<file path="config.mk">
export PLATFORM = sky130hd
export DESIGN_NAME = cdte_top
export DESIGN_NICKNAME = d
export VERILOG_FILES = /design/src/rtl/cdte_pkg.sv /design/src/rtl/cdte_compare.sv /design/src/rtl/cdte_top.sv
export VERILOG_INCLUDE_DIRS = /design/src /design/src/rtl
export SDC_FILE = /design/constraint.sdc
export NUM_CORES = 1
export LEC_CHECK = 0
export CAP_MARGIN = 20
export CORE_MARGIN = 3
export CORE_UTILIZATION = 50
export DETAILED_ROUTE_END_ITERATION = 16
export DONT_BUFFER_PORTS = 1
export GPL_ROUTABILITY_DRIVEN = 0
export HOLD_SLACK_MARGIN = 0.12
export SYNTH_ARGS = -nofsm -noshare
export SYNTH_HDL_FRONTEND = slang
export SYNTH_HIERARCHICAL = 1
export SYNTH_SLANG_ARGS = --single-unit
</file>
<file path="constraint.sdc">
create_clock -name clk -period 6.3 [get_ports clk]
set_input_delay 1.26 -clock clk [delete_from_list [all_inputs] [get_ports clk]]
set_output_delay 1.26 -clock clk [all_outputs]
set_load 0.1 [all_outputs]
</file>
<file path="src/rtl/cdte_defines.svh">
// Purpose: register offsets, field positions, reset values and timing counts for card detect evaluation
// Assumes: 8-bit register port with 7-bit addresses
// Notes:   definitions only
`ifndef CDTE_DEFINES_SVH
`define CDTE_DEFINES_SVH

// register offsets
`define CDTE_OFS_OPTIONS      7'h3a
`define CDTE_OFS_Q_LOWER      7'h3f
`define CDTE_OFS_Q_UPPER      7'h40
`define CDTE_OFS_I_LOWER      7'h41
`define CDTE_OFS_I_RESULT     7'h42
`define CDTE_OFS_Q_RESULT     7'h43

// field positions
`define CDTE_TH_MSB           5
`define CDTE_IMAX_HI_BIT      7
`define CDTE_IMAX_LO_BIT      6
`define CDTE_SUPPRESS_BIT     6
`define CDTE_OPT_TX_HIGH_BIT  3
`define CDTE_OPT_FILTER_BIT   2
`define CDTE_OPT_Q_UNST_BIT   1
`define CDTE_OPT_I_UNST_BIT   0

// reset values
`define CDTE_RST_BYTE         8'h00
`define CDTE_RST_VAL6         6'h00

// timing: longest total filtered sampling time, in ps, rounded down to cycles
`define CDTE_FILT_SAMPLE_PS   4720000
`define CDTE_CLK_PERIOD_PS    50000
`define CDTE_FILT_SAMPLE_CYC  (`CDTE_FILT_SAMPLE_PS / `CDTE_CLK_PERIOD_PS)

`endif

</file>
<file path="src/rtl/cdte_pkg.sv">
// Purpose: types shared by the card detect evaluation block
// Assumes: nothing beyond the defines header
// Notes:   one-hot measurement sequencer states
package cdte_pkg;
  typedef enum logic [2:0] {
    CDTE_IDLE   = 3'b001,  // waiting for a detection run
    CDTE_SAMPLE = 3'b010,  // converters sampling
    CDTE_EVAL   = 3'b100   // single compare slot
  } cdte_state_t;
endpackage

</file>
<file path="src/rtl/cdte_compare.sv">
// Purpose: threshold comparison of one measured I/Q pair
// Assumes: unsigned 6-bit values
// Notes:   purely combinational, evaluated every cycle, verdict taken in the eval state
`timescale 1ns/10ps
module cdte_compare #(
  parameter int W = 6
) (
  // measured values
  input  wire logic [W-1:0] i_val,
  input  wire logic [W-1:0] q_val,
  // thresholds
  input  wire logic [W-1:0] i_upper,
  input  wire logic [W-1:0] i_lower,
  input  wire logic [W-1:0] q_upper,
  // verdict
  output logic              hit
);
  // unsigned compares on all three bounds
  always_comb begin
    hit = (i_val > i_upper) ||
          (q_val > q_upper) ||
          (i_val < i_lower);
  end
endmodule

</file>
<file path="src/rtl/cdte_top.sv">
// Purpose: register file and evaluation logic for low power card detection
// Assumes: analog front end reports raw or filtered 6-bit I and Q with a done strobe
// Notes:   8-bit register port with write and read strobes, read data registered
`timescale 1ns/10ps
`include "cdte_defines.svh"

module cdte_top #(
  parameter int         W            = 6,     // channel width
  parameter bit         LATER_REV    = 1'b1,  // options register present
  parameter int unsigned SAMPLE_CYC  = `CDTE_FILT_SAMPLE_CYC  // filtered sampling limit
) (
  // clock and reset
  input  wire logic         clk,
  input  wire logic         rst_n,
  // register port
  input  wire logic [6:0]   reg_addr,
  input  wire logic [7:0]   reg_wdata,
  input  wire logic         reg_wr,
  input  wire logic         reg_rd,
  output logic      [7:0]   reg_rdata,
  // analog front end
  input  wire logic         detect_start,   // run begins
  input  wire logic         detect_done,    // run ends, values valid
  input  wire logic [W-1:0] i_raw,
  input  wire logic [W-1:0] q_raw,
  input  wire logic [W-1:0] i_filt,
  input  wire logic [W-1:0] q_filt,
  input  wire logic         i_changed,      // i converter moved during run
  input  wire logic         q_changed,      // q converter moved during run
  output logic              full_tx_drive_during_detect,
  output logic              detect_noise_filter_en,
  output logic              sample_limit,   // filtered sampling time used up
  // interrupt flag interface
  input  wire logic         irq_flag_clr,
  output logic              card_detect_irq_flag
);

  // register storage
  logic [7:0]             q_lower_reg, q_lower_next;
  logic [7:0]             q_upper_reg, q_upper_next;
  logic [7:0]             i_lower_reg, i_lower_next;
  logic [W-1:0]           i_res_reg, i_res_next;
  logic [W-1:0]           q_res_reg, q_res_next;
  logic                   supp_reg, supp_next;
  logic [1:0]             opt_ctl_reg, opt_ctl_next;   // tx high, filter
  logic [1:0]             unst_reg, unst_next;          // q, i
  logic                   flag_reg, flag_next;
  logic [7:0]             rdata_reg, rdata_next;
  // sequencer
  cdte_pkg::cdte_state_t  st_reg, st_next;
  logic [15:0]            cnt_reg, cnt_next;
  // combinational
  logic [W-1:0]           i_upper;
  logic [W-1:0]           i_use, q_use;
  logic                   hit;
  logic                   opt_vis;

  // i upper threshold assembled from three registers
  assign i_upper = {q_lower_reg[`CDTE_IMAX_HI_BIT:`CDTE_IMAX_LO_BIT],
                    q_upper_reg[`CDTE_IMAX_HI_BIT:`CDTE_IMAX_LO_BIT],
                    i_lower_reg[`CDTE_IMAX_HI_BIT:`CDTE_IMAX_LO_BIT]};

  // filtered or raw values feed the decision
  assign i_use = opt_ctl_reg[0] ? i_filt : i_raw;
  assign q_use = opt_ctl_reg[0] ? q_filt : q_raw;
  assign opt_vis = LATER_REV;

  cdte_compare #(.W(W)) u_cmp (
    .i_val   (i_use),
    .q_val   (q_use),
    .i_upper (i_upper),
    .i_lower (i_lower_reg[`CDTE_TH_MSB:0]),
    .q_upper (q_upper_reg[`CDTE_TH_MSB:0]),
    .hit     (hit)
  );

  // sequencer: count sampling time, compare once at run end
  always_comb begin
    st_next  = st_reg;
    cnt_next = cnt_reg;
    unique case (st_reg)
      cdte_pkg::CDTE_IDLE: begin
        cnt_next = 16'h0000;
        if (detect_start) begin
          st_next = cdte_pkg::CDTE_SAMPLE;
        end
      end
      cdte_pkg::CDTE_SAMPLE: begin
        if (detect_done) begin
          st_next = cdte_pkg::CDTE_EVAL;
        end else if (cnt_reg != 16'hffff) begin
          cnt_next = cnt_reg + 16'h0001;
        end
      end
      cdte_pkg::CDTE_EVAL: begin
        st_next = cdte_pkg::CDTE_IDLE;  // one compare per run
      end
      default: begin
        st_next = cdte_pkg::CDTE_IDLE;
      end
    endcase
  end

  // tell the front end when the filtered window is used up
  assign sample_limit = (st_reg == cdte_pkg::CDTE_SAMPLE) && opt_ctl_reg[0] &&
                        (32'(cnt_reg) >= SAMPLE_CYC - 1);

  // register writes, result capture, flag
  always_comb begin
    q_lower_next = q_lower_reg;
    q_upper_next = q_upper_reg;
    i_lower_next = i_lower_reg;
    i_res_next   = i_res_reg;
    q_res_next   = q_res_reg;
    supp_next    = supp_reg;
    opt_ctl_next = opt_ctl_reg;
    unst_next    = unst_reg;
    flag_next    = flag_reg;
    if (reg_wr) begin
      unique case (reg_addr)
        `CDTE_OFS_Q_LOWER: q_lower_next = reg_wdata;
        `CDTE_OFS_Q_UPPER: q_upper_next = reg_wdata;
        `CDTE_OFS_I_LOWER: i_lower_next = reg_wdata;
        `CDTE_OFS_Q_RESULT: supp_next = reg_wdata[`CDTE_SUPPRESS_BIT];
        `CDTE_OFS_OPTIONS: begin
          if (opt_vis) begin  // earlier revision ignores the write
            opt_ctl_next = {reg_wdata[`CDTE_OPT_TX_HIGH_BIT], reg_wdata[`CDTE_OPT_FILTER_BIT]};
          end
        end
        default: begin
        end
      endcase
    end
    // a new run lifts suppression
    if (st_reg == cdte_pkg::CDTE_IDLE && detect_start) begin
      supp_next = 1'b0;
    end
    // clear first so that a same-cycle event wins
    if (irq_flag_clr) begin
      flag_next = 1'b0;
    end
    if (st_reg == cdte_pkg::CDTE_EVAL) begin
      i_res_next = i_use;
      q_res_next = q_use;
      unst_next  = {q_changed, i_changed};
      if (hit && !supp_reg) begin
        flag_next = 1'b1;
      end
    end
  end

  // read mux, registered data
  always_comb begin
    rdata_next = rdata_reg;
    if (reg_rd) begin
      unique case (reg_addr)
        `CDTE_OFS_Q_LOWER:  rdata_next = q_lower_reg;
        `CDTE_OFS_Q_UPPER:  rdata_next = q_upper_reg;
        `CDTE_OFS_I_LOWER:  rdata_next = i_lower_reg;
        `CDTE_OFS_I_RESULT: rdata_next = {2'b00, i_res_reg};
        `CDTE_OFS_Q_RESULT: rdata_next = {1'b0, supp_reg, q_res_reg};
        `CDTE_OFS_OPTIONS:  rdata_next = opt_vis ?
                              {4'h0, opt_ctl_reg, unst_reg} : 8'h00;
        default:            rdata_next = 8'h00;
      endcase
    end
  end

  // state registers
  always_ff @(posedge clk) begin
    if (!rst_n) begin
      q_lower_reg <= `CDTE_RST_BYTE;
      q_upper_reg <= `CDTE_RST_BYTE;
      i_lower_reg <= `CDTE_RST_BYTE;
      i_res_reg   <= `CDTE_RST_VAL6;
      q_res_reg   <= `CDTE_RST_VAL6;
      supp_reg    <= 1'b0;
      opt_ctl_reg <= 2'b00;
      unst_reg    <= 2'b00;
      flag_reg    <= 1'b0;
      rdata_reg   <= `CDTE_RST_BYTE;
      st_reg      <= cdte_pkg::CDTE_IDLE;
      cnt_reg     <= 16'h0000;
    end else begin
      q_lower_reg <= q_lower_next;
      q_upper_reg <= q_upper_next;
      i_lower_reg <= i_lower_next;
      i_res_reg   <= i_res_next;
      q_res_reg   <= q_res_next;
      supp_reg    <= supp_next;
      opt_ctl_reg <= opt_ctl_next;
      unst_reg    <= unst_next;
      flag_reg    <= flag_next;
      rdata_reg   <= rdata_next;
      st_reg      <= st_next;
      cnt_reg     <= cnt_next;
    end
  end

  // outputs
  assign reg_rdata                   = rdata_reg;
  assign card_detect_irq_flag        = flag_reg;
  assign full_tx_drive_during_detect = opt_ctl_reg[1];
  assign detect_noise_filter_en      = opt_ctl_reg[0];

  // checks
  a_flag_on_hit: assert property (@(posedge clk) disable iff (!rst_n)
    (st_reg == cdte_pkg::CDTE_EVAL && hit && !supp_reg) |=> card_detect_irq_flag)
    else $error("hit did not raise flag");
  a_suppress_blocks: assert property (@(posedge clk) disable iff (!rst_n)
    (st_reg == cdte_pkg::CDTE_EVAL && supp_reg && !card_detect_irq_flag) |=> !card_detect_irq_flag)
    else $error("flag raised while suppressed");
  a_imax_assembly: assert property (@(posedge clk) disable iff (!rst_n)
    i_upper[3:2] == q_upper_reg[7:6] && i_upper[1:0] == i_lower_reg[7:6] && i_upper[5:4] == q_lower_reg[7:6])
    else $error("i upper assembly wrong");
  a_q_exceed: assert property (@(posedge clk) disable iff (!rst_n)
    (q_use > q_upper_reg[5:0]) |-> hit)
    else $error("q exceed missed");
  a_i_below: assert property (@(posedge clk) disable iff (!rst_n)
    (i_use < i_lower_reg[5:0]) |-> hit)
    else $error("i below missed");
  a_result_capture: assert property (@(posedge clk) disable iff (!rst_n)
    (st_reg == cdte_pkg::CDTE_EVAL) |=> (i_res_reg == $past(i_use)) && (q_res_reg == $past(q_use)))
    else $error("result not captured");
  a_tx_drive: assert property (@(posedge clk) disable iff (!rst_n)
    (reg_wr && reg_addr == `CDTE_OFS_OPTIONS && LATER_REV) |=>
      full_tx_drive_during_detect == $past(reg_wdata[3]))
    else $error("tx drive not updated");
  a_eval_once: assert property (@(posedge clk) disable iff (!rst_n)
    (st_reg == cdte_pkg::CDTE_EVAL) |=> (st_reg == cdte_pkg::CDTE_IDLE))
    else $error("evaluation repeated");
  a_supp_lift: assert property (@(posedge clk) disable iff (!rst_n)
    (st_reg == cdte_pkg::CDTE_IDLE && detect_start && !reg_wr) |=> !supp_reg)
    else $error("suppress not lifted");
endmodule

</file>
==> impl_metrics.csv, run 1 <==
group,metric,value,unit
clock_network,h-tree-depth,3,
worst_setup_path,cp.buffers_inverters,1,
sta,setup-tns-final,0,ps
synthesis,synth_ff_type,"dfxtp_1",
layout,drive_gt1_frac,0.124,
synthesis,synth_cell_types,58,
sta,relSlewSlack,0.328,
worst_setup_path,worst_setup_path_end_kind,"output pin",
synthesis,synthCells,423,
routing,firstDrtPassIters,4,
layout,syn2layout_area_growth,7.06,%
pwr,peakVddDrop,0.115,mV
clock_network,cts_resized,0,
worst_setup_path,cp_max_fo,16,
sta,fin_crit_sh,0.521,
clock_network,post_cts_buffers,0,
synthesis,synth_top_family_by_area,"simple AND/OR/NAND/NOR gates",
routing,vias_per_cell,5.74,
synthesis,synth_nets,491,
placement,hpwl,6.63,mm
pwr,power_density,205,mW/mm2
floorplanning,core-area,0.00745,mm2
worst_setup_path,rrSetupSlack,3420,ps
layout,largest_reg_flops,16,
min_path,hp-start,"q_lower_reg[1]",
routing,wl_per_cell,17.6,um
grt,grt_remaining_overflow,0,
layout,fin_util,0.566,
synthesis,async_flop_share,0,
worst_setup_path,crit_chain,"nor4b_2 > buf_16",
grt,grtUsageTotal,0.213,
min_path,min_path_cells,2,
synthesis,seq_area_frac_synth,0.351,
synthesis,yosys-top-cells-area,"dfxtp_1 35%, mux2i_1 8.6%, ha_1 6.4%, nor2b_1 5.6%, mux2_2 3.7%",
sta,whs,470,ps
sta,tightest_slew,1010,ps
clock_network,cts_num_sinks,69,
placement,portBuffers,0,
floorplanning,design.die.area,0.00897,mm2
synthesis,synth_xor_xnor_area_share,0.0223,
grt,grt_max_degree,56,
synthesis,yosys.area_share.simple,0.221,
clock_network,ctsRootBufferMaster,"clkbuf_8",
sta,slew_violations,0,
synthesis,syn_area_per_cell,9.31,um2
sta,fin_crit,3280,ps
grt,grt_pass1_vias,2820,
pwr,p_leak,1.46,nW
clock_network,cts_buffers,9,
sta,max_freq,304,MHz
synthesis,syn_area,0.00394,mm2
sta,finClkSkew,10.3,ps
synthesis,synth_edf_count,0,
worst_setup_path,crit_family,"flip-flops",
clock_network,ctsHoldBuffers,0,
grt,grt_pass1_wl,14.6,mm
clock_network,cts_tree,"built",
worst_setup_path,r2r_start,"opt_ctl_reg[0]",
layout,finalNetCount,484,
synthesis,synth_fa_ha_area_frac,0.0636,
worst_setup_path,rr_endpoint,"card_detect_irq_flag",
floorplanning,start_util,0.529,
layout,antenna_cells,0,
floorplanning,io_pins,60,
clock_network,clock_latency,340,ps
clock_network,clk_pin_slew,70,ps
worst_setup_path,cpPeakStageDelay,930,ps
synthesis,ys_warn_count,6,
min_path,hold_end,"q_lower_reg[1]",
routing,routed-via-count,2983,
worst_setup_path,cp.required,5040,ps
grt,antenna_found_initial,0,
worst_setup_path,start_kind,"flip-flop",
worst_setup_path,crit_slowest_cell,"dfxtp_2",
placement,numPlacedInstances,504,
worst_setup_path,worstSetupPathType,"flip-flop to output pin",
run,drv_cap,0,
worst_setup_path,crit_start,"opt_ctl_reg[0]",
sta,rsz0062_at_grt,"no",
routing,routed_wl,9.14,mm
synthesis,yosysTopAreaCell,"dfxtp_1",
routing,drt_iter0_markers,183,
synthesis,synthMostInstantiatedCell,"dfxtp_1",
floorplanning,row_count,31,
clock_network,clock_path_buffers,2,
synthesis,synth.area.mux_share,0.158,
worst_setup_path,reg2regPathDepth,8,
routing,antenna_left,0,
layout,final_cells,520,
synthesis,synth-compound-area-share,0.133,
floorplanning,die_w,94.7,um
synthesis,synth_commonest_cells,"69 x dfxtp_1, 35 x nor2b_1, 34 x mux2i_1",
synthesis,synth_top_area_frac,0.351,
worst_setup_path,arrival,2020,ps
routing,drc,0,
floorplanning,die_y,94.7,um
outcome,status,"completed",
synthesis,ys_ff_latch,69,
sta,hold_viol_final,0,
sta,finalSetupViolCount,0,
min_path,hp-class,"flip-flop to flip-flop",
## layout make-up
class	count	area, um2
Multi-Input combinational cell	304	2360
Timing Repair Buffer	3	42.5
Clock inverter	6	63.8
Tap cell	99	124
Clock buffer	10	128
Inverter	29	109
Sequential cell	69	1380
Fill cell	709	3230
## where the power goes
| part | switching, W | internal [W] | total (W) | leakage, nW |
|---|---|---|---|---|
| clock network | 0.000178 | 0.000182 | 0.000361 | 0.0923 |
| registers | 0.0000129 | 0.000439 | 0.000452 | 0.557 |
| logic | 0.0000262 | 0.0000264 | 0.0000526 | 0.810 |
## metal layers
metal / vias up / wire length [um] / GRT usage
met4: 0 / 69 / 0.0721
met1: 1406 / 4690 / 0.319
met5: - / 0 / 0
li1: 1490 / - / -
met3: 7 / 522 / 0.0414
met2: 80 / 3860 / 0.303
## cells by family after synthesis
group | Yosys count
and+or+nand+nor | 152
AOI/OAI and AO/OA | 69
xor gates and xnor gates | 10
buffers and inverters | 50
adders and majority gates | 20
muxes | 53
DFF | 69
## cells in the final DEF, fill, tap and decap left out, types with 7 or more instances in the layout
master	Yosys	final
a21boi_0	10	10
a21oi_1	8	8
a22oi_1	8	8
clkbuf_8	0	9
dfxtp_1	69	68
ha_1	20	20
inv_1	29	29
mux2_2	13	13
mux2i_1	34	34
nand2_1	30	30
nand2b_1	7	7
nand3_1	17	17
nor2_1	23	23
nor2b_1	35	35
xnor2_1	9	9
## worst max path at each step
stage                           endpoint  slack, ps  cells past startpoint
floorplan                   sample_limit        330                      3
global placement    card_detect_irq_flag       3290                      8
detailed placement  card_detect_irq_flag       3250                      8
CTS                         sample_limit       2990                      2
global route                sample_limit       2910                      2
finish                      sample_limit       3020                      2
## metrics by stage
step / worst slack [ps] / total power [W] / cell area, um2
2_1_floorplan: 333 / 0.000511 / 3940
3_3_place_gp: 3290 / 0.000514 / 4020
3_5_place_dp: 3250 / 0.000515 / 4020
4_1_cts: 2990 / 0.000874 / 4210
5_1_grt: 2910 / 0.000900 / 4210
6_report: 3020 / 0.000865 / 4210
## worst min-delay path, cell delays in order, from the launching register on
cell      delay (ps)
dfxtp_1          310
nand2_1           50
a21boi_0          60
Power figures use the tool's default switching activity.
==> run 2: changes to the inputs <==
- PLACE_DENSITY: not set -> 0.68
- clock period: 6.3 -> 2.9 ns (I/O delays scaled with it)
==> run 2 against run 1 <==
Compared with the run above: total power grew 120%; worst hold slack lost 94 ps; count of clock-buffer cells in the layout grew 1; wire length is essentially flat; die area is the same; core utilization grew 0.32 points; first-iteration DRC count grew 23%; clock power grew 130%; global-route usage grew 0.23 points; via count grew 3.0%; sequential cell count is the same; critical path type unchanged; largest cell class unchanged; highest routed layer unchanged.
==> impl_metrics.csv, run 2 (synthesis gave the netlist of run 1 again) <==
group,metric,value,unit
sta,fin_crit,2480,ps
layout,syn2layout_area_growth,7.66,%
routing,routed_wl,9.13,mm
sta,slew_violations,0,
sta,finClkSkew,10.7,ps
pwr,p_switching,0.000461,W
placement,numPlacedInstances,506,
routing,drt_iter0_markers,226,
worst_setup_path,worst_setup_path_end_kind,"output pin",
outcome,status,"completed",
layout,layout_common_cells,"68 x dfxtp_1, 35 x nor2b_1, 34 x mux2i_1",
min_path,min_path_cells,1,
floorplanning,die_w,94.7,um
grt,grt_max_degree,56,
min_path,hold_end,"reg_rdata[6]",
sta,setup-tns-final,0,ps
worst_setup_path,cp_max_fo,6,
pwr,p_seq_frac,0.512,
clock_network,ctsRootBufferMaster,"clkbuf_8",
grt,grt_pass1_vias,2949,
sta,finalSetupViolCount,0,
routing,wl_per_cell,17.5,um
clock_network,cts_buffers,9,
grt,grt_remaining_overflow,0,
sta,whs,377,ps
grt,antenna_found_initial,0,
clock_network,cts_num_sinks,69,
worst_setup_path,rrSetupSlack,520,ps
routing,firstDrtPassIters,5,
layout,antenna_cells,0,
routing,vias_per_cell,5.88,
worst_setup_path,cpPeakStageDelay,400,ps
clock_network,post_cts_buffers,0,
sta,hold_viol_final,0,
routing,routed-via-count,3071,
floorplanning,design.die.area,0.00897,mm2
sta,max_freq,403,MHz
worst_setup_path,r2r_start,"opt_ctl_reg[0]",
clock_network,cts_tree,"built",
worst_setup_path,worstSetupPathType,"flip-flop to output pin",
pwr,power_density,452,mW/mm2
layout,finalNetCount,486,
clock_network,h-tree-depth,3,
worst_setup_path,cp.required,2320,ps
run,drv_cap,0,
pwr,power.share.clock,0.429,
layout,drive_gt1_frac,0.130,
clock_network,cts_resized,0,
sta,tightest_slew,1020,ps
floorplanning,die_y,94.7,um
clock_network,clk_pin_slew,80,ps
sta,rsz0062_at_grt,"no",
worst_setup_path,crit_slowest_cell,"nor4_1",
sta,relSlewSlack,0.318,
layout,final_cells,522,
pwr,p_sw_frac,0.240,
floorplanning,start_util,0.529,
floorplanning,io_pins,60,
layout,largest_reg_flops,16,
grt,grtUsageTotal,0.215,
worst_setup_path,reg2regPathDepth,8,
routing,drc,0,
min_path,hp-class,"primary input to flip-flop",
worst_setup_path,start_kind,"flip-flop",
sta,fin_crit_sh,0.855,
worst_setup_path,arrival,1900,ps
floorplanning,core-area,0.00745,mm2
min_path,hp-start,"rst_n",
placement,hpwl,6.74,mm
floorplanning,row_count,31,
routing,antenna_left,0,
worst_setup_path,rr_endpoint,"card_detect_irq_flag",
layout,mostFrequentLayoutCell,"dfxtp_1",
pwr,pwr-share-comb,0.059,
clock_network,ctsHoldBuffers,0,
grt,grt_pass1_wl,14.8,mm
clock_network,clock_path_buffers,2,
placement,portBuffers,0,
pwr,p_leak,1.48,nW
pwr,intPower,0.00146,W
pwr,peakVddDrop,0.238,mV
clock_network,clock_latency,340,ps
worst_setup_path,crit_chain,"nor4_1 > nand4_1 > a31oi_1 > nor4b_4 > buf_4",
run 2: cell count changes in the layout (fill, tap and decap cells not counted), sizes merged:
cell / delta
clkinvlp: -1
inv: +1
buf: +2
clkbuf: +1
clkinv: -1
run 2: worst max-delay path by stage:
stage / startpoint / end / slack (ps) / cells after the start
after floorplan: opt_ctl_reg[0] / card_detect_irq_flag / 70 / 10
after global placement: i_filt[4] / card_detect_irq_flag / 570 / 8
after detailed placement: opt_ctl_reg[0] / card_detect_irq_flag / 530 / 8
after CTS: cnt_reg[13] / sample_limit / 390 / 5
after global routing: cnt_reg[13] / sample_limit / 270 / 5
final: cnt_reg[13] / sample_limit / 420 / 5
run 2: final cells by class:
cell class | count | area [um2]
clock buffer | 11 | 151
clock inverter | 5 | 57.6
fill | 677 | 3210
inverter | 29 | 109
multi-input combinational | 304 | 2370
sequential | 69 | 1390
tap | 99 | 124
timing repair buffer | 5 | 37.5
run 2: metal layers:
metal	vias to the layer above	routed length [um]	share of wire	track usage
met5	-	0	0	0
met4	0	183	0.020	0.0913
met1	1456	4300	0.47	0.303
li1	1491	-	-	-
met3	15	705	0.077	0.0550
met2	109	3940	0.43	0.311
run 2: critical path: cells and delay by family (launching register included):
family	cells	cell delay, ps
compound gates	1	300
buf+inv	1	240
flops	1	370
simple gates	3	630
run 2: through the flow:
stage	power, W	setup slack [ps]	area (um2)	util
floorplan	0.00111	72.0	3960	-
global placement	0.00111	570	4030	0.541
detailed placement	0.00112	526	4030	0.541
CTS	0.00193	392	4240	0.569
global route	0.00200	275	4240	0.569
finish	0.00192	419	4240	0.569
run 2: power groups by stage:
stage	combinational (W)	clock, W	sequential, W
after global routing	0.000127	0.000893	0.000983
after detailed placement	0.000113	0	0.00100
after CTS	0.000114	0.000836	0.000981
final	0.000114	0.000821	0.000981
after floorplan	0.000109	0	0.00100
after global placement	0.000112	0	0.00100
